==> config.mk <==
export PLATFORM = sky130hd
export DESIGN_NAME = sbm_top
export DESIGN_NICKNAME = d
export VERILOG_FILES = /design/src/sbm_pkg.sv /design/src/sbm_rot3.sv /design/src/sbm_top.sv
export SDC_FILE = /design/constraint.sdc
export NUM_CORES = 1
export LEC_CHECK = 0
export ABC_CLOCK_PERIOD_IN_PS = 3800
export BUFFER_PORTS_ARGS = -buffer_cell sky130_fd_sc_hd__buf_2
export CELL_PAD_IN_SITES_DETAIL_PLACEMENT = 1
export CELL_PAD_IN_SITES_GLOBAL_PLACEMENT = 1
export CORE_MARGIN = 3
export CORE_UTILIZATION = 43
export CTS_CLUSTER_SIZE = 25
export DETAILED_ROUTE_END_ITERATION = 7
export GPL_ROUTABILITY_DRIVEN = 0
export PLACE_DENSITY = 0.95
export SLEW_MARGIN = 30
export SYNTH_ARGS = -nofsm -noshare
export SYNTH_HDL_FRONTEND = slang
export SYNTH_SLANG_ARGS = --single-unit
export TNS_END_PERCENT = 1
==> constraint.sdc <==
create_clock -name SYS_CLK_IN -period 3.8 [get_ports SYS_CLK_IN]
set_input_delay 0.38 -clock SYS_CLK_IN [delete_from_list [all_inputs] [get_ports SYS_CLK_IN]]
set_output_delay 0.38 -clock SYS_CLK_IN [all_outputs]
set_load 0.01 [all_outputs]
==> src/sbm_pkg.sv <==
// package for the slave sap buffer manager
// assumes a wishbone classic slave interface with 32-bit data
package sbm_pkg;
	localparam logic [7:0] SBM_ADR_CTRL = 8'h00;
	localparam logic [7:0] SBM_ADR_STATUS = 8'h04;
	localparam logic [7:0] SBM_ADR_SSA_PTR = 8'h08;
	localparam logic [7:0] SBM_ADR_BUFCMD = 8'h0C;
	localparam logic [7:0] SBM_ADR_DOUT = 8'h10;
	localparam logic [7:0] SBM_ADR_DIN = 8'h14;
	localparam logic [7:0] SBM_ADR_SAPEN = 8'h18;
	localparam logic [7:0] SBM_ADR_TGM = 8'h1C;
	localparam logic [7:0] SBM_ADR_AUX_SEL = 8'h2A;
	localparam logic [7:0] SBM_ADR_ADDR = 8'h20;
	localparam int SBM_CTRL_EN_BIT = 0;
	localparam int SBM_CTRL_RAM4K_BIT = 1;
	localparam logic [2:0] SBM_AUX_SEL_RST = 3'h0;
	localparam logic [7:0] SBM_SSA_PTR_RST = 8'h00;
	localparam int SBM_SHIFT_4K = 4;
	localparam int SBM_SHIFT_2K = 3;
	localparam int SBM_NUM_SAP = 10;
	// sap enable bit positions
	localparam int SBM_SAP_DEF = 0;
	localparam int SBM_SAP_53 = 1;
	localparam int SBM_SAP_55 = 2;
	localparam int SBM_SAP_56 = 3;
	localparam int SBM_SAP_57 = 4;
	localparam int SBM_SAP_58 = 5;
	localparam int SBM_SAP_59 = 6;
	localparam int SBM_SAP_60 = 7;
	localparam int SBM_SAP_61 = 8;
	localparam int SBM_SAP_62 = 9;
	// telegram kinds for staging
	localparam logic [1:0] SBM_TGM_PRM = 2'h0;
	localparam logic [1:0] SBM_TGM_CFG = 2'h1;
	localparam logic [1:0] SBM_TGM_SSA = 2'h2;
	typedef enum logic [1:0] {
		SBM_WAIT_PRM = 2'b00,
		SBM_WAIT_CFG = 2'b01,
		SBM_CYCLIC_EXCHANGE_STATE = 2'b10
	} sbm_dp_state_type;
endpackage

==> src/sbm_rot3.sv <==
// three-way rotating buffer index set (transfer, user, next/free)
// assumes single-cycle request pulses from the same clock domain
`timescale 1ns/100ps
`default_nettype none
module sbm_rot3
	import sbm_pkg::*;
(
	// clock and reset
	input wire logic clk_in,
	input wire logic rst_n_in,
	// requests
	input wire logic xfer_done_in,
	input wire logic user_take_in,
	// indices
	output logic [1:0] d_idx_out,
	output logic [1:0] u_idx_out,
	output logic [1:0] nf_idx_out,
	output logic next_valid_out
);
	// producer side fills d; on done, d becomes next, free becomes d
	always_ff @(posedge clk_in or negedge rst_n_in) begin
		if (!rst_n_in) begin
			d_idx_out <= 2'h0;
			u_idx_out <= 2'h1;
			nf_idx_out <= 2'h2;
			next_valid_out <= 1'b0;
		end else if (xfer_done_in) begin
			d_idx_out <= nf_idx_out;
			nf_idx_out <= d_idx_out;
			next_valid_out <= 1'b1;
		end else if (user_take_in && next_valid_out) begin
			u_idx_out <= nf_idx_out;
			nf_idx_out <= u_idx_out;
			next_valid_out <= 1'b0;
		end
	end
	a_rot_distinct: assert property (@(posedge clk_in) disable iff (!rst_n_in)
		(d_idx_out != u_idx_out) && (u_idx_out != nf_idx_out) && (d_idx_out != nf_idx_out))
		else $error("rotating indices collide");
	a_rot_next: assert property (@(posedge clk_in) disable iff (!rst_n_in)
		xfer_done_in |=> next_valid_out && (nf_idx_out == $past(d_idx_out)))
		else $error("done did not publish next buffer");
endmodule
`default_nettype wire

==> src/sbm_top.sv <==
// slave sap buffer manager: sap gating, buffer rotation, aux staging, address forming
// assumes a wishbone classic master and a protocol engine on the same clock
`timescale 1ns/100ps
`default_nettype none
module sbm_top
	import sbm_pkg::*;
(
	// clock and reset
	input wire logic SYS_CLK_IN,
	input wire logic RST_N_IN,
	// wishbone slave
	input wire logic WB_CYC_IN,
	input wire logic WB_STB_IN,
	input wire logic WB_WE_IN,
	input wire logic [7:0] WB_ADR_IN,
	input wire logic [3:0] WB_SEL_IN,
	input wire logic [31:0] WB_DAT_IN,
	output logic [31:0] WB_DAT_OUT,
	output logic WB_ACK_OUT,
	// protocol engine events
	input wire logic TGM_END_IN,
	input wire logic TGM_OK_IN,
	input wire logic [1:0] TGM_KIND_IN,
	input wire logic [7:0] TGM_LEN_IN,
	input wire logic [7:0] AUX1_LEN_IN,
	input wire logic [7:0] AUX2_LEN_IN,
	input wire logic DOUT_DONE_IN,
	input wire logic DIN_DONE_IN,
	input wire logic DIAG_SENT_IN,
	input wire logic GO_CYCLIC_EXCHANGE_STATE_IN,
	input wire logic GO_WAIT_PRM_IN,
	// outputs to engine
	output logic [9:0] SAP_EN_OUT,
	output logic NO_RES_OUT,
	output logic [1:0] DP_STATE_OUT,
	output logic [1:0] RD_IN_IDX_OUT,
	output logic [1:0] RD_OUT_IDX_OUT,
	output logic DIAG_DEV_IDX_OUT,
	output logic [11:0] RAM_ADDR_OUT
);
	logic ctrl_en_r;
	logic ram4k_r;
	logic [2:0] aux_sel_r;
	logic [7:0] ssa_ptr_r;
	logic [7:0] seg_r;
	logic [7:0] off_r;
	logic prm_aux2_r;
	logic cfg_aux2_r;
	logic ssa_aux2_r;
	logic diag_swap_pend_r;
	logic diag_dev_r;
	sbm_dp_state_type dp_state_r;
	logic [9:0] sap_en_nxt;
	logic wb_req;
	logic wb_wr;
	logic dout_take;
	logic din_take;
	logic [1:0] dout_d, dout_u, dout_nf, din_d, din_u, din_nf;
	logic dout_nv, din_nv;
	logic aux_is2;
	logic [7:0] aux_len;
	logic fits;
	logic [11:0] addr_nxt;

	assign wb_req = WB_CYC_IN && WB_STB_IN && !WB_ACK_OUT;
	assign wb_wr = wb_req && WB_WE_IN && WB_SEL_IN[0];
	assign dout_take = wb_wr && (WB_ADR_IN == SBM_ADR_BUFCMD) && WB_DAT_IN[0];
	assign din_take = wb_wr && (WB_ADR_IN == SBM_ADR_BUFCMD) && WB_DAT_IN[1];

	// bus acknowledge one cycle after request
	always_ff @(posedge SYS_CLK_IN or negedge RST_N_IN) begin
		if (!RST_N_IN) begin
			WB_ACK_OUT <= 1'b0;
		end else begin
			WB_ACK_OUT <= wb_req;
		end
	end

	// control register
	always_ff @(posedge SYS_CLK_IN or negedge RST_N_IN) begin
		if (!RST_N_IN) begin
			ctrl_en_r <= 1'b0;
			ram4k_r <= 1'b0;
		end else if (wb_wr && WB_ADR_IN == SBM_ADR_CTRL) begin
			ctrl_en_r <= WB_DAT_IN[SBM_CTRL_EN_BIT];
			ram4k_r <= WB_DAT_IN[SBM_CTRL_RAM4K_BIT];
		end
	end

	always_ff @(posedge SYS_CLK_IN or negedge RST_N_IN) begin
		if (!RST_N_IN) begin
			aux_sel_r <= SBM_AUX_SEL_RST;
		end else if (wb_wr && WB_ADR_IN == SBM_ADR_AUX_SEL) begin
			aux_sel_r <= WB_DAT_IN[2:0];
		end
	end

	// address-change pointer
	always_ff @(posedge SYS_CLK_IN or negedge RST_N_IN) begin
		if (!RST_N_IN) begin
			ssa_ptr_r <= SBM_SSA_PTR_RST;
		end else if (wb_wr && WB_ADR_IN == SBM_ADR_SSA_PTR) begin
			ssa_ptr_r <= WB_DAT_IN[7:0];
		end
	end

	// segment and offset for address forming
	always_ff @(posedge SYS_CLK_IN or negedge RST_N_IN) begin
		if (!RST_N_IN) begin
			seg_r <= 8'h00;
			off_r <= 8'h00;
		end else if (wb_wr && WB_ADR_IN == SBM_ADR_ADDR) begin
			seg_r <= WB_DAT_IN[7:0];
			off_r <= (WB_SEL_IN[1]) ? WB_DAT_IN[15:8] : off_r;
		end
	end

	always_ff @(posedge SYS_CLK_IN or negedge RST_N_IN) begin
		if (!RST_N_IN) begin
			dp_state_r <= SBM_WAIT_PRM;
		end else if (!ctrl_en_r || GO_WAIT_PRM_IN) begin
			dp_state_r <= SBM_WAIT_PRM;
		end else begin
			case (dp_state_r)
				SBM_WAIT_PRM: begin
					if (TGM_END_IN && TGM_OK_IN && fits && TGM_KIND_IN == SBM_TGM_PRM)
						dp_state_r <= SBM_WAIT_CFG;
				end
				SBM_WAIT_CFG: begin
					if (GO_CYCLIC_EXCHANGE_STATE_IN)
						dp_state_r <= SBM_CYCLIC_EXCHANGE_STATE;
				end
				SBM_CYCLIC_EXCHANGE_STATE: begin
					dp_state_r <= SBM_CYCLIC_EXCHANGE_STATE;
				end
				default: begin
					dp_state_r <= SBM_WAIT_PRM;
				end
			endcase
		end
	end

	// data saps gated by exchange state
	always_comb begin
		sap_en_nxt = '0;
		if (ctrl_en_r) begin
			sap_en_nxt[SBM_SAP_53] = 1'b1;
			sap_en_nxt[SBM_SAP_55] = (ssa_ptr_r != 8'h00);
			sap_en_nxt[SBM_SAP_59] = 1'b1;
			sap_en_nxt[SBM_SAP_60] = 1'b1;
			sap_en_nxt[SBM_SAP_61] = 1'b1;
			sap_en_nxt[SBM_SAP_62] = 1'b1;
			if (dp_state_r == SBM_CYCLIC_EXCHANGE_STATE) begin
				sap_en_nxt[SBM_SAP_DEF] = 1'b1;
				sap_en_nxt[SBM_SAP_56] = 1'b1;
				sap_en_nxt[SBM_SAP_57] = 1'b1;
				sap_en_nxt[SBM_SAP_58] = 1'b1;
			end
		end
	end

	always_ff @(posedge SYS_CLK_IN or negedge RST_N_IN) begin
		if (!RST_N_IN) begin
			SAP_EN_OUT <= '0;
		end else begin
			SAP_EN_OUT <= sap_en_nxt;
		end
	end

	// aux buffer choice per telegram kind
	always_comb begin
		case (TGM_KIND_IN)
			SBM_TGM_PRM: aux_is2 = aux_sel_r[0];
			SBM_TGM_CFG: aux_is2 = aux_sel_r[1];
			SBM_TGM_SSA: aux_is2 = aux_sel_r[2];
			default: aux_is2 = 1'b0;
		endcase
	end
	assign aux_len = aux_is2 ? AUX2_LEN_IN : AUX1_LEN_IN;
	assign fits = (TGM_LEN_IN <= aux_len);

	always_ff @(posedge SYS_CLK_IN or negedge RST_N_IN) begin
		if (!RST_N_IN) begin
			NO_RES_OUT <= 1'b0;
		end else begin
			NO_RES_OUT <= TGM_END_IN && !fits;
		end
	end
	a_no_res_pulse: assert property (@(posedge SYS_CLK_IN) disable iff (!RST_N_IN)
		(TGM_END_IN && (TGM_LEN_IN > aux_len)) |=> NO_RES_OUT)
		else $error("oversize telegram without no-resources reply");

	// swap aux with target on good telegram
	always_ff @(posedge SYS_CLK_IN or negedge RST_N_IN) begin
		if (!RST_N_IN) begin
			prm_aux2_r <= 1'b0;
			cfg_aux2_r <= 1'b0;
			ssa_aux2_r <= 1'b0;
		end else if (TGM_END_IN && TGM_OK_IN && fits) begin
			case (TGM_KIND_IN)
				SBM_TGM_PRM: prm_aux2_r <= !prm_aux2_r;
				SBM_TGM_CFG: cfg_aux2_r <= !cfg_aux2_r;
				SBM_TGM_SSA: ssa_aux2_r <= !ssa_aux2_r;
				default: prm_aux2_r <= prm_aux2_r;
			endcase
		end
	end
	a_swap_bad_keep: assert property (@(posedge SYS_CLK_IN) disable iff (!RST_N_IN)
		(TGM_END_IN && !TGM_OK_IN) |=> $stable(prm_aux2_r) && $stable(cfg_aux2_r))
		else $error("bad telegram swapped a buffer");
	a_swap_good: assert property (@(posedge SYS_CLK_IN) disable iff (!RST_N_IN)
		(TGM_END_IN && TGM_OK_IN && fits && TGM_KIND_IN == SBM_TGM_PRM)
		|=> prm_aux2_r != $past(prm_aux2_r))
		else $error("parameter swap wrong");

	sbm_rot3 u_dout (
		.clk_in(SYS_CLK_IN),
		.rst_n_in(RST_N_IN),
		.xfer_done_in(DOUT_DONE_IN),
		.user_take_in(dout_take),
		.d_idx_out(dout_d),
		.u_idx_out(dout_u),
		.nf_idx_out(dout_nf),
		.next_valid_out(dout_nv)
	);
	sbm_rot3 u_din (
		.clk_in(SYS_CLK_IN),
		.rst_n_in(RST_N_IN),
		.xfer_done_in(din_take),
		.user_take_in(DIN_DONE_IN),
		.d_idx_out(din_u),
		.u_idx_out(din_d),
		.nf_idx_out(din_nf),
		.next_valid_out(din_nv)
	);

	always_ff @(posedge SYS_CLK_IN or negedge RST_N_IN) begin
		if (!RST_N_IN) begin
			RD_IN_IDX_OUT <= 2'h0;
			RD_OUT_IDX_OUT <= 2'h0;
		end else begin
			RD_IN_IDX_OUT <= din_d;
			RD_OUT_IDX_OUT <= dout_u;
		end
	end
	a_rd_roles: assert property (@(posedge SYS_CLK_IN) disable iff (!RST_N_IN)
		RST_N_IN |=> RD_IN_IDX_OUT == $past(din_d) && RD_OUT_IDX_OUT == $past(dout_u))
		else $error("read service role mismatch");

	always_ff @(posedge SYS_CLK_IN or negedge RST_N_IN) begin
		if (!RST_N_IN) begin
			diag_dev_r <= 1'b0;
			diag_swap_pend_r <= 1'b0;
		end else begin
			if (wb_wr && WB_ADR_IN == SBM_ADR_BUFCMD && WB_DAT_IN[2])
				diag_swap_pend_r <= 1'b1;
			else if (DIAG_SENT_IN)
				diag_swap_pend_r <= 1'b0;
			if (DIAG_SENT_IN && diag_swap_pend_r)
				diag_dev_r <= !diag_dev_r;
		end
	end
	always_ff @(posedge SYS_CLK_IN or negedge RST_N_IN) begin
		if (!RST_N_IN) begin
			DIAG_DEV_IDX_OUT <= 1'b0;
			DP_STATE_OUT <= 2'b00;
		end else begin
			DIAG_DEV_IDX_OUT <= diag_dev_r;
			DP_STATE_OUT <= dp_state_r;
		end
	end
	a_state_code: assert property (@(posedge SYS_CLK_IN) disable iff (!RST_N_IN)
		DP_STATE_OUT != 2'b11)
		else $error("illegal protocol state code");
	a_sap_gate: assert property (@(posedge SYS_CLK_IN) disable iff (!RST_N_IN)
		(dp_state_r != SBM_CYCLIC_EXCHANGE_STATE) |=> !SAP_EN_OUT[SBM_SAP_56] && !SAP_EN_OUT[SBM_SAP_DEF])
		else $error("data sap enabled outside exchange");
	a_ssa_off: assert property (@(posedge SYS_CLK_IN) disable iff (!RST_N_IN)
		(ssa_ptr_r == 8'h00) |=> !SAP_EN_OUT[SBM_SAP_55])
		else $error("sap 55 enabled with zero pointer");
	a_reserved_on: assert property (@(posedge SYS_CLK_IN) disable iff (!RST_N_IN)
		ctrl_en_r |=> SAP_EN_OUT[SBM_SAP_61] && SAP_EN_OUT[SBM_SAP_53])
		else $error("reserved sap not enabled");

	always_comb begin
		if (ram4k_r)
			addr_nxt = ({4'h0, seg_r} << SBM_SHIFT_4K) + {4'h0, off_r};
		else
			addr_nxt = {1'b0, (({3'h0, seg_r} << SBM_SHIFT_2K) + {3'h0, off_r})};
	end
	always_ff @(posedge SYS_CLK_IN or negedge RST_N_IN) begin
		if (!RST_N_IN) begin
			RAM_ADDR_OUT <= 12'h000;
		end else begin
			RAM_ADDR_OUT <= addr_nxt;
		end
	end
	a_addr_form: assert property (@(posedge SYS_CLK_IN) disable iff (!RST_N_IN)
		ram4k_r |=> RAM_ADDR_OUT == {$past(seg_r), 4'h0} + {4'h0, $past(off_r)})
		else $error("ram address wrong");

	// read mux
	always_ff @(posedge SYS_CLK_IN or negedge RST_N_IN) begin
		if (!RST_N_IN) begin
			WB_DAT_OUT <= 32'h0000_0000;
		end else if (wb_req && !WB_WE_IN) begin
			case (WB_ADR_IN)
				SBM_ADR_CTRL: WB_DAT_OUT <= {30'h0, ram4k_r, ctrl_en_r};
				SBM_ADR_STATUS: WB_DAT_OUT <= {26'h0, diag_dev_r, din_nv, dout_nv, 1'b0,
					dp_state_r};
				SBM_ADR_SSA_PTR: WB_DAT_OUT <= {24'h0, ssa_ptr_r};
				SBM_ADR_DOUT: WB_DAT_OUT <= {26'h0, dout_nf, dout_u, dout_d};
				SBM_ADR_DIN: WB_DAT_OUT <= {26'h0, din_nf, din_u, din_d};
				SBM_ADR_SAPEN: WB_DAT_OUT <= {22'h0, SAP_EN_OUT};
				SBM_ADR_TGM: WB_DAT_OUT <= {29'h0, ssa_aux2_r, cfg_aux2_r, prm_aux2_r};
				SBM_ADR_AUX_SEL: WB_DAT_OUT <= {29'h0, aux_sel_r};
				SBM_ADR_ADDR: WB_DAT_OUT <= {20'h0, addr_nxt};
				default: WB_DAT_OUT <= 32'h0000_0000;
			endcase
		end
	end
endmodule
`default_nettype wire

# ---- After elaboration in Yosys (flattened, before gate mapping)
# Index checks and enable logic that the tools add are counted.
dict set report word_totals {
  out_inout_bits 63
  reg_bits 113
  in_bits 82
  wordCells 113
}
dict set report classes {
  n_mux 21
  magnitude_cmp 1
  n_eq_ne 15
  add_sub_neg 2
  n_bitwise 2
  n_reduce_logical 43
}
# cell n
set ops {}
lappend ops {{$pmux 12 s9} 1}
lappend ops {{$eq 8x5->1 const B} 4}
lappend ops {{$logic_and 1x1->1} 20}
lappend ops {{$eq 8x4->1 const B} 2}
lappend ops {{$eq 8x6->1 const B} 2}
lappend ops {{$mux 2} 7}
lappend ops {{$reduce_and 2->1} 7}
lappend ops {{$add 12x8->12} 1}
lappend ops {{$mux 12} 1}
lappend ops {{$add 11x8->11} 1}
lappend ops {{$mux 10} 1}
lappend ops {{$eq 8x3->1 const B} 1}
lappend ops {{$le 8x8->1} 1}
lappend ops {{$logic_not 1->1} 8}
lappend ops {{$logic_not 8->1} 1}
lappend ops {{$mux 8} 1}
lappend ops {{$reduce_bool 8->1} 1}
lappend ops {{$mux 1} 7}
lappend ops {{$ne 3x3->1 const B} 2}
lappend ops {{$pmux 2 s3} 1}
lappend ops {{$reduce_bool 2->1} 3}
lappend ops {{$eq 2x1->1 const B} 2}
lappend ops {{$eq 2x2->1 const B} 2}
lappend ops {{$logic_not 2->1} 2}
lappend ops {{4 further kinds} 5}

# ---- Longest topological paths before layout
# Gate-level depths: netlist (run 1).
dict set report logic_depth {
  depth_word 9
  depth_mapped 10
  ltp_nobuf 10
}

# ---- Modules after synthesis
# A second synthesis (run 1) with hierarchy kept.
dict set report unflattened {
  hier_cells 452
  hier_area_um2 4868.4
}
# module instances cells_each seq_area_each_um2 area_each_um2
set by_module_without_submodules {}
lappend by_module_without_submodules {sbm_top 1 406 1801.7 4197.8}
lappend by_module_without_submodules {sbm_rot3 2 23 177.7 335.3}

# ---- Worst setup path before layout (run 1)
# Ideal clock, no wire load.
dict set report synth_timing {
  kind {input -> register}
  from {in WB_ADR_IN[4]}
  to {reg u_dout.u_idx_out[1]}
  t_arrival_ps 2366
  required_ps 3675
  setup_ps 125
  path_slack_ps 1309
  n_path_buf 1
  stages 6
  path_cell_list {buf_6 or4_4 or3_4 or4_4 nor2_2 mux2_2}
}
dict set report synth_between {
  elab_chain_len 5
}
# element line
set synth_lines {}
lappend synth_lines {{from (decl)} sbm_top.sv:15} ;# input wire logic [7:0] WB_ADR_IN,
lappend synth_lines {{$eq 8x4->1} sbm_top.sv:67} ;# assign dout_take = wb_wr && (WB_ADR_IN == SBM_ADR_BUFCMD) && WB_DAT_IN[0];
lappend synth_lines {{$logic_and 1x1->1 (2 in a row)} sbm_top.sv:67}
lappend synth_lines {{$logic_and 1x1->1} sbm_rot3.sv:31} ;# end else if (user_take_in && next_valid_out) begin
lappend synth_lines {{$reduce_and 2->1 (no source line)} --}
lappend synth_lines {{to (signal assigned)} sbm_rot3.sv:32} ;# u_idx_out <= nf_idx_out;
lappend synth_lines {{to (decl)} sbm_rot3.sv:16} ;# output logic [1:0] u_idx_out,
# Every way passes these cells.
# A chain may end at the register's enable or synchronous reset.

# ---- Worst setup path after layout (run 1)
dict set report layout_timing {
  from {reg aux_sel_r[1]}
  to {reg ssa_aux2_r}
}
dict set report layout_between {
  elab_chain_len 5
}
# element line
set layout_lines {}
lappend layout_lines {{from (decl)} sbm_top.sv:43} ;# logic [2:0] aux_sel_r;
lappend layout_lines {{from (signal assigned)} sbm_top.sv:94} ;# aux_sel_r <= WB_DAT_IN[2:0];
lappend layout_lines {{$pmux 1 s3} sbm_top.sv:172} ;# case (TGM_KIND_IN)
lappend layout_lines {{$mux 8} sbm_top.sv:179} ;# assign aux_len = aux_is2 ? AUX2_LEN_IN : AUX1_LEN_IN;
lappend layout_lines {{$le 8x8->1} sbm_top.sv:180} ;# assign fits = (TGM_LEN_IN <= aux_len);
lappend layout_lines {{$logic_and 1x1->1} sbm_top.sv:199} ;# end else if (TGM_END_IN && TGM_OK_IN && fits) begin
lappend layout_lines {{$reduce_and 2->1 (no source line)} --}
lappend layout_lines {{to (signal assigned)} sbm_top.sv:203} ;# SBM_TGM_SSA: ssa_aux2_r <= !ssa_aux2_r;
lappend layout_lines {{to (decl)} sbm_top.sv:49} ;# logic ssa_aux2_r;
# Every way passes these cells.

==> qor.yml, run 1 <==
p_sw_frac: 0.248
worstMarginPinSlew_ns: 0.894
nets: 670
hpwlAfterDp_um: 11100
required_ns: 4.01
crit_family: "compound AO/OA/AOI/OAI gates"
die_h_um: 113
syn_inst: 470
seqPwrFrac: 0.445
cts_hold_buf: 0
cts_resized: 0
dr.pass1.iters: 6
synth_area_per_cell_um2: 10.4
clkSlewWorstSetupHoldPaths_ns: 0.07
cts.sinks: 86
min_path_type: "input port to async pin"
finalCriticalPeriod_ns: 2.82
drt-total-wl_um: 15800
grt_pass1_wl_um: 25300
avgRoutedWirePerCell_um: 22.3
grtUsageTotal: 0.253
clockBufferDepth: 2
numCtsBuffers: 9
seq_area_frac_synth: 0.440
finalClockSkew_ns: 0.00751
finalHoldViolations: 0
rsz0062_at_grt: "false"
antenna_found_initial: 0
cap_violations: 0
synth_edf_count: 0
internal-power_mw: 1.61
tns_ns: 0
vdd_drop_max_mv: 0.177
comb_power_share: 0.088
design_power_total_mw: 2.14
grt-ovfl-total: 0
status: "finished clean"
ys.flop_type: "dfrtp_1"
arrival_ns: 3.02
drc_errors: 0
ant_nets: 0
post-route-util: 0.526
io-pin-count: 145
pwr-share-clk: 0.467
cpMaxStageDelayCell: "o21ai_1"
p_sw_mw: 0.530
drtIter0Drc: 389
max_stage_delay_ns: 0.67
critPathCaptureType: "flop"
synth_seq_cells: 86
path_buf_inv: 0
min_period_over_period: 0.741
viasPerCell: 5.98
async_flop_share: 1.00
areaGrowthSynthToFinish_pct: 17.7
netlist_area_mm2: 0.00491
max_freq_mhz: 355
grt_max_degree: 87
die-area_mm2: 0.0127
die_w_um: 113
cts_max_level: 3
drive_gt1_frac: 0.315
io_buffer_count: 106
yosys_warnings: 0
cp-start-kind: "flop"
worstSkewPairLatency_ns: 0.35
fill_cells: 1245
cts_tree: "done"
crit_chain: "mux2i_1, o21ai_1, mux2_2, ha_1, nor2b_1, o211ai_1, a21o_1, a21oi_1, o21ai_0"
rows: 38
relSlewSlack: 0.404
diodes: 0
crit_type: "flop to flop"
critPathMaxFanout: 8
core-area_mm2: 0.0110
setup_violations: 0
postCtsSetupRepairBufs: 0
p_leak_nw: 2.80
grt_pass1_vias: 4548
drv_slew: 0
num_vias: 4254
initial_utilization: 0.447
cts_root_buf: "clkbuf_16"
powerDensity_mw_per_mm2: 370
synth_cell_types: 64
[cells in the final DEF (no fill, tap or decap), drive strengths merged, types with 4 or more instances in the layout]
master  instances
a31oi           4
a21o            4
nand3           7
a32oi           4
buf           110
clkbuf         10
mux2           40
nor2           23
mux2i          20
o21ai          19
nor4            5
ha             20
o22ai           6
dfstp           4
conb           20
nand2          49
nor2b           6
nor4b           5
and2            6
nand2b          8
inv            16
nor3           11
or4             4
dfrtp          82
a21oi          17
a22oi           4
xnor2           6
nor3b           5
o211ai          5
[metrics by stage]
stage	setup WS (ns)	std cells	area [um2]	hold WS, ns
2_1_floorplan	1.31	489	4980	0.0844
3_3_place_gp	0.959	695	5440	0.411
3_5_place_dp	0.805	695	5450	0.421
4_1_cts	0.948	711	5780	0.135
5_1_grt	0.807	711	5780	0.155
6_report	0.982	711	5780	0.0900
[kinds of logic after synthesis]
group,Yosys count,share of synthesized area
XOR/XNOR,8,0.0143
AND/OR/NAND/NOR,145,0.158
AO/OA/AOI/OAI,89,0.123
other,1,0.000764
adder cells (fa/ha/maj),22,0.0592
multiplexers,61,0.139
buffers and inverters,58,0.0668
flip-flops,86,0.440
[area by class of cell]
type / instances / area (um2) / area share
flip-flops and latches: 86 / 2160 / 0.373
clock inverters: 6 / 92.6 / 0.0160
multi-input cells: 345 / 2490 / 0.432
clock buffers: 10 / 239 / 0.0414
repair buffers: 110 / 567 / 0.0981
inverters: 14 / 52.6 / 0.00910
well taps: 140 / 175 / 0.0303
[cell usage after synthesis, types with 3 or more instances]
| cell type | instances | share of area |
|---|---|---|
| a221o_1 | 3 | 0.0061 |
| nor4_1 | 5 | 0.0064 |
| and3_1 | 3 | 0.0038 |
| mux2_2 | 38 | 0.087 |
| o22ai_1 | 6 | 0.0076 |
| a2bb2oi_1 | 3 | 0.0054 |
| nand2b_1 | 8 | 0.010 |
| buf_4 | 27 | 0.041 |
| dfrtp_1 | 82 | 0.42 |
| o211ai_1 | 5 | 0.0076 |
| a32oi_1 | 4 | 0.0071 |
| nand2_1 | 49 | 0.037 |
| a21oi_1 | 17 | 0.017 |
| nor2b_1 | 6 | 0.0076 |
| nand4_1 | 3 | 0.0038 |
| mux2i_1 | 20 | 0.041 |
| inv_1 | 14 | 0.011 |
| nor3b_1 | 5 | 0.0076 |
| nor2_1 | 22 | 0.017 |
| a32o_1 | 3 | 0.0061 |
| a21o_1 | 4 | 0.0061 |
| clkbuf_1 | 13 | 0.0099 |
| nor3_1 | 10 | 0.010 |
| o21ai_0 | 18 | 0.018 |
| xnor2_1 | 6 | 0.011 |
| a22oi_1 | 4 | 0.0061 |
| a31oi_1 | 4 | 0.0051 |
| dfstp_2 | 4 | 0.021 |
| ha_1 | 20 | 0.051 |
| and2_1 | 6 | 0.0076 |
| nand3_1 | 7 | 0.0071 |
| o21a_1 | 3 | 0.0046 |
| nor4b_1 | 4 | 0.0071 |
[path summary, 6_finish.rpt]
path                                           from                    to  slack, ns  cells past startpoint
worst max-delay path                   aux_sel_r[1]            ssa_aux2_r       0.98                      9
worst min-delay path                       RST_N_IN       RAM_ADDR_OUT[8]       0.09                      1
worst max register to register         aux_sel_r[1]            ssa_aux2_r       0.98                      9
worst min register to register  u_dout.u_idx_out[0]     RD_OUT_IDX_OUT[0]       0.44                      0
max in group asynchronous                  RST_N_IN         WB_DAT_OUT[1]       3.18                      1
min in group SYS_CLK_IN                 DIN_DONE_IN  u_din.next_valid_out       0.23                      2
[sequential cells by signal, indices dropped and copies added (netlist names), 3 cells and up]
signal / cells
WB_DAT_OUT: 12
ssa_ptr_r: 8
SAP_EN_OUT: 3
off_r: 8
RAM_ADDR_OUT: 12
aux_sel_r: 3
seg_r: 8
[power by group through the flow]
stage / logic (mW) / clock network, mW / registers, mW
detailed placement: 0.182 / 0 / 0.969
floorplan: 0.109 / 0 / 0.965
finish: 0.188 / 0.998 / 0.952
global placement: 0.170 / 0 / 0.966
CTS: 0.187 / 1.00 / 0.952
global route: 0.207 / 1.04 / 0.955
[routing by layer]
metal	part of all wire	track usage
met4	0.046	0.123
met2	0.49	0.430
met1	0.39	0.305
met3	0.073	0.0529
met5	0	0
(Power assumes the default switching activity.)
==> run 2, diff against run 1 <==
--- a/config.mk
+++ b/config.mk
@@ -5,16 +5,16 @@
 export SDC_FILE = /design/constraint.sdc
 export NUM_CORES = 1
 export LEC_CHECK = 0
-export ABC_CLOCK_PERIOD_IN_PS = 3800
+export ABC_CLOCK_PERIOD_IN_PS = 2900
 export BUFFER_PORTS_ARGS = -buffer_cell sky130_fd_sc_hd__buf_2
 export CELL_PAD_IN_SITES_DETAIL_PLACEMENT = 1
 export CELL_PAD_IN_SITES_GLOBAL_PLACEMENT = 1
 export CORE_MARGIN = 3
-export CORE_UTILIZATION = 43
+export CORE_UTILIZATION = 40
 export CTS_CLUSTER_SIZE = 25
 export DETAILED_ROUTE_END_ITERATION = 7
 export GPL_ROUTABILITY_DRIVEN = 0
-export PLACE_DENSITY = 0.95
+export PLACE_DENSITY = 0.93
 export SLEW_MARGIN = 30
 export SYNTH_ARGS = -nofsm -noshare
 export SYNTH_HDL_FRONTEND = slang
==> constraint.sdc (replaced) <==
create_clock -name SYS_CLK_IN -period 2.9 [get_ports SYS_CLK_IN]
set_input_delay 0.29 -clock SYS_CLK_IN [delete_from_list [all_inputs] [get_ports SYS_CLK_IN]]
set_output_delay 0.29 -clock SYS_CLK_IN [all_outputs]
set_load 0.01 [all_outputs]
==> run 2 against run 1 <==
The run now ends with negative hold slack left. Largest power group unchanged. Via count grew 1.5%. Largest cell class unchanged. Final area rose by 0.69%. Clock-buffer cell count fell by 1.
==> qor.yml, run 2 (same netlist as run 1, synthesis figures left out) <==
cp-start-kind: "flop"
viasPerCell: 6.02  # +0.63%
min_path_type: "input port to async pin"
nets: 673  # +0.45%
worstMarginPinSlew_ns: 0.910  # +0.0157 ns
cts.sinks: 86  # unchanged
max_stage_delay_ns: 0.45  # -0.22 ns
required_ns: 3.13  # -0.88 ns
grt_pass1_wl_um: 24900  # -1.3%
diodes: 0  # unchanged
relSlewSlack: 0.393  # -0.0105
post-route-util: 0.497  # -0.0293
design_power_total_mw: 2.86  # +34%
hpwlAfterDp_um: 11500  # +3.8%
finalCriticalPeriod_ns: 2.51  # -0.308 ns
pre_cts_ws_ns: 0.335  # -0.470 ns
drtIter0Drc: 273  # -30%
core-area_mm2: 0.0117  # +6.6%
cts_root_buf: "clkbuf_16"
p_leak_nw: 2.83  # +0.92%
cts_tree: "done"
finalHoldViolations: 6  # +6
drive_gt1_frac: 0.319  # +0.00358
num_vias: 4317  # +1.5%
grtUsageTotal: 0.240  # -0.0126
arrival_ns: 2.73  # -0.29 ns
drc_errors: 0  # unchanged
placed_area_mm2: 0.00547  # +0.48%
die-area_mm2: 0.0136  # +7.1%
cap_violations: 0  # unchanged
grt-ovfl-total: 0  # unchanged
drv_slew: 0  # unchanged
areaGrowthSynthToFinish_pct: 18.5
cts_resized: 0  # unchanged
placed_cells: 701  # +0.86%
critPathMaxFanout: 3  # -5
die_h_um: 117  # +3.5%
violations: "negative hold slack"
critPathCaptureType: "flop"
ant_nets: 0  # unchanged
grt_max_degree: 87  # unchanged
crit_family: "compound AO/OA/AOI/OAI gates"
crit_chain: "ha_1, fa_1, a211oi_1, nor2_1, xnor2_1, a211o_1, a221o_1"
worstSkewPairLatency_ns: 0.35  # about the same
clkSlewWorstSetupHoldPaths_ns: 0.07  # about the same
hold_slack_ns: -0.0110  # -0.101 ns
rsz0062_at_grt: "false"
numCtsBuffers: 9  # unchanged
finalClockSkew_ns: 0.00772  # +0.000208 ns
path_buf_inv: 0  # unchanged
reg.largest.list: "RAM_ADDR_OUT x12, WB_DAT_OUT x12"
antenna_found_initial: 0  # unchanged
setup_violations: 0  # unchanged
vdd_drop_max_mv: 0.383  # +120%
tns_ns: 0  # unchanged
cpMaxStageDelayCell: "fa_1"
final_common_cell: "buf_2"
powerDensity_mw_per_mm2: 491  # +33%
crit_type: "flop to flop"
fin_area_mm2: 0.00582  # +0.69%
drt-total-wl_um: 15900  # +0.57%
max_freq_mhz: 399  # +12%
cts_hold_buf: 0  # unchanged
avgRoutedWirePerCell_um: 22.2  # -0.27%
grt_pass1_vias: 4619  # +1.6%
min_period_over_period: 0.865  # +0.124
rows: 39  # +2.6%
layout_setup_ws_ns: 0.391  # -0.592 ns
status: "finished, violations left"
stdcell_count: 717  # +0.84%
io_buffer_count: 106  # unchanged
die_w_um: 117  # +3.5%
initial_utilization: 0.419  # -0.0278
final_cell_mix: "105 x buf_2, 82 x dfrtp_1, 49 x nand2_1, 38 x mux2_2, 22 x nor2_1"
postCtsSetupRepairBufs: 0  # unchanged
dr.pass1.iters: 5  # -1
clockBufferDepth: 2  # unchanged
cts_max_level: 3  # unchanged
io-pin-count: 145  # unchanged
## run 2: changes by cell type in the layout (fill, tap and decap cells not counted)
cell | previous run | this run
buf_4 | 4 | 7
bufinv_16 | 2 | 3
clkbuf_8 | 1 | 0
clkinv_2 | 0 | 1
clkinvlp_4 | 2 | 1
## run 2: layout make-up
cell class                 instances  area [um2]
multi-input combinational        345        2490
fill                            1319        5890
clock buffer                       9         225
timing repair buffer             113         589
inverter                          14        52.6
tap                              143         179
clock inverter                     7         120
sequential                        86        2160
## run 2: power by group
| part | total (mW) | switching [mW] | leakage, nW | internal (mW) |
|---|---|---|---|---|
| logic | 0.250 | 0.152 | 1.52 | 0.0976 |
| registers | 1.25 | 0.0240 | 1.14 | 1.23 |
| clock network | 1.36 | 0.509 | 0.166 | 0.847 |
| total | 2.86 | 0.685 | 2.83 | 2.17 |
## run 2: routing by layer
| metal | track usage | vias up | share of wire |
|---|---|---|---|
| met2 | 0.405 | 255 | 0.49 |
| met5 | 0 | - | 0 |
| met1 | 0.287 | 2144 | 0.38 |
| met3 | 0.0508 | 69 | 0.082 |
| li1 | - | 1849 | - |
| met4 | 0.128 | 0 | 0.044 |
## run 2: worst paths after layout
path | start | end | slack, ns | cells past startpoint
worst max-delay path | seg_r[0] | WB_DAT_OUT[8] | 0.39 | 7
worst min-delay path | RST_N_IN | RAM_ADDR_OUT[8] | -0.01 | 1
worst max register to register | seg_r[0] | WB_DAT_OUT[8] | 0.39 | 7
worst min register to register | off_r[0] | RAM_ADDR_OUT[0] | 0.42 | 0
max in group asynchronous | RST_N_IN | seg_r[6] | 2.36 | 1
min in group SYS_CLK_IN | DIAG_SENT_IN | diag_swap_pend_r | 0.17 | 2
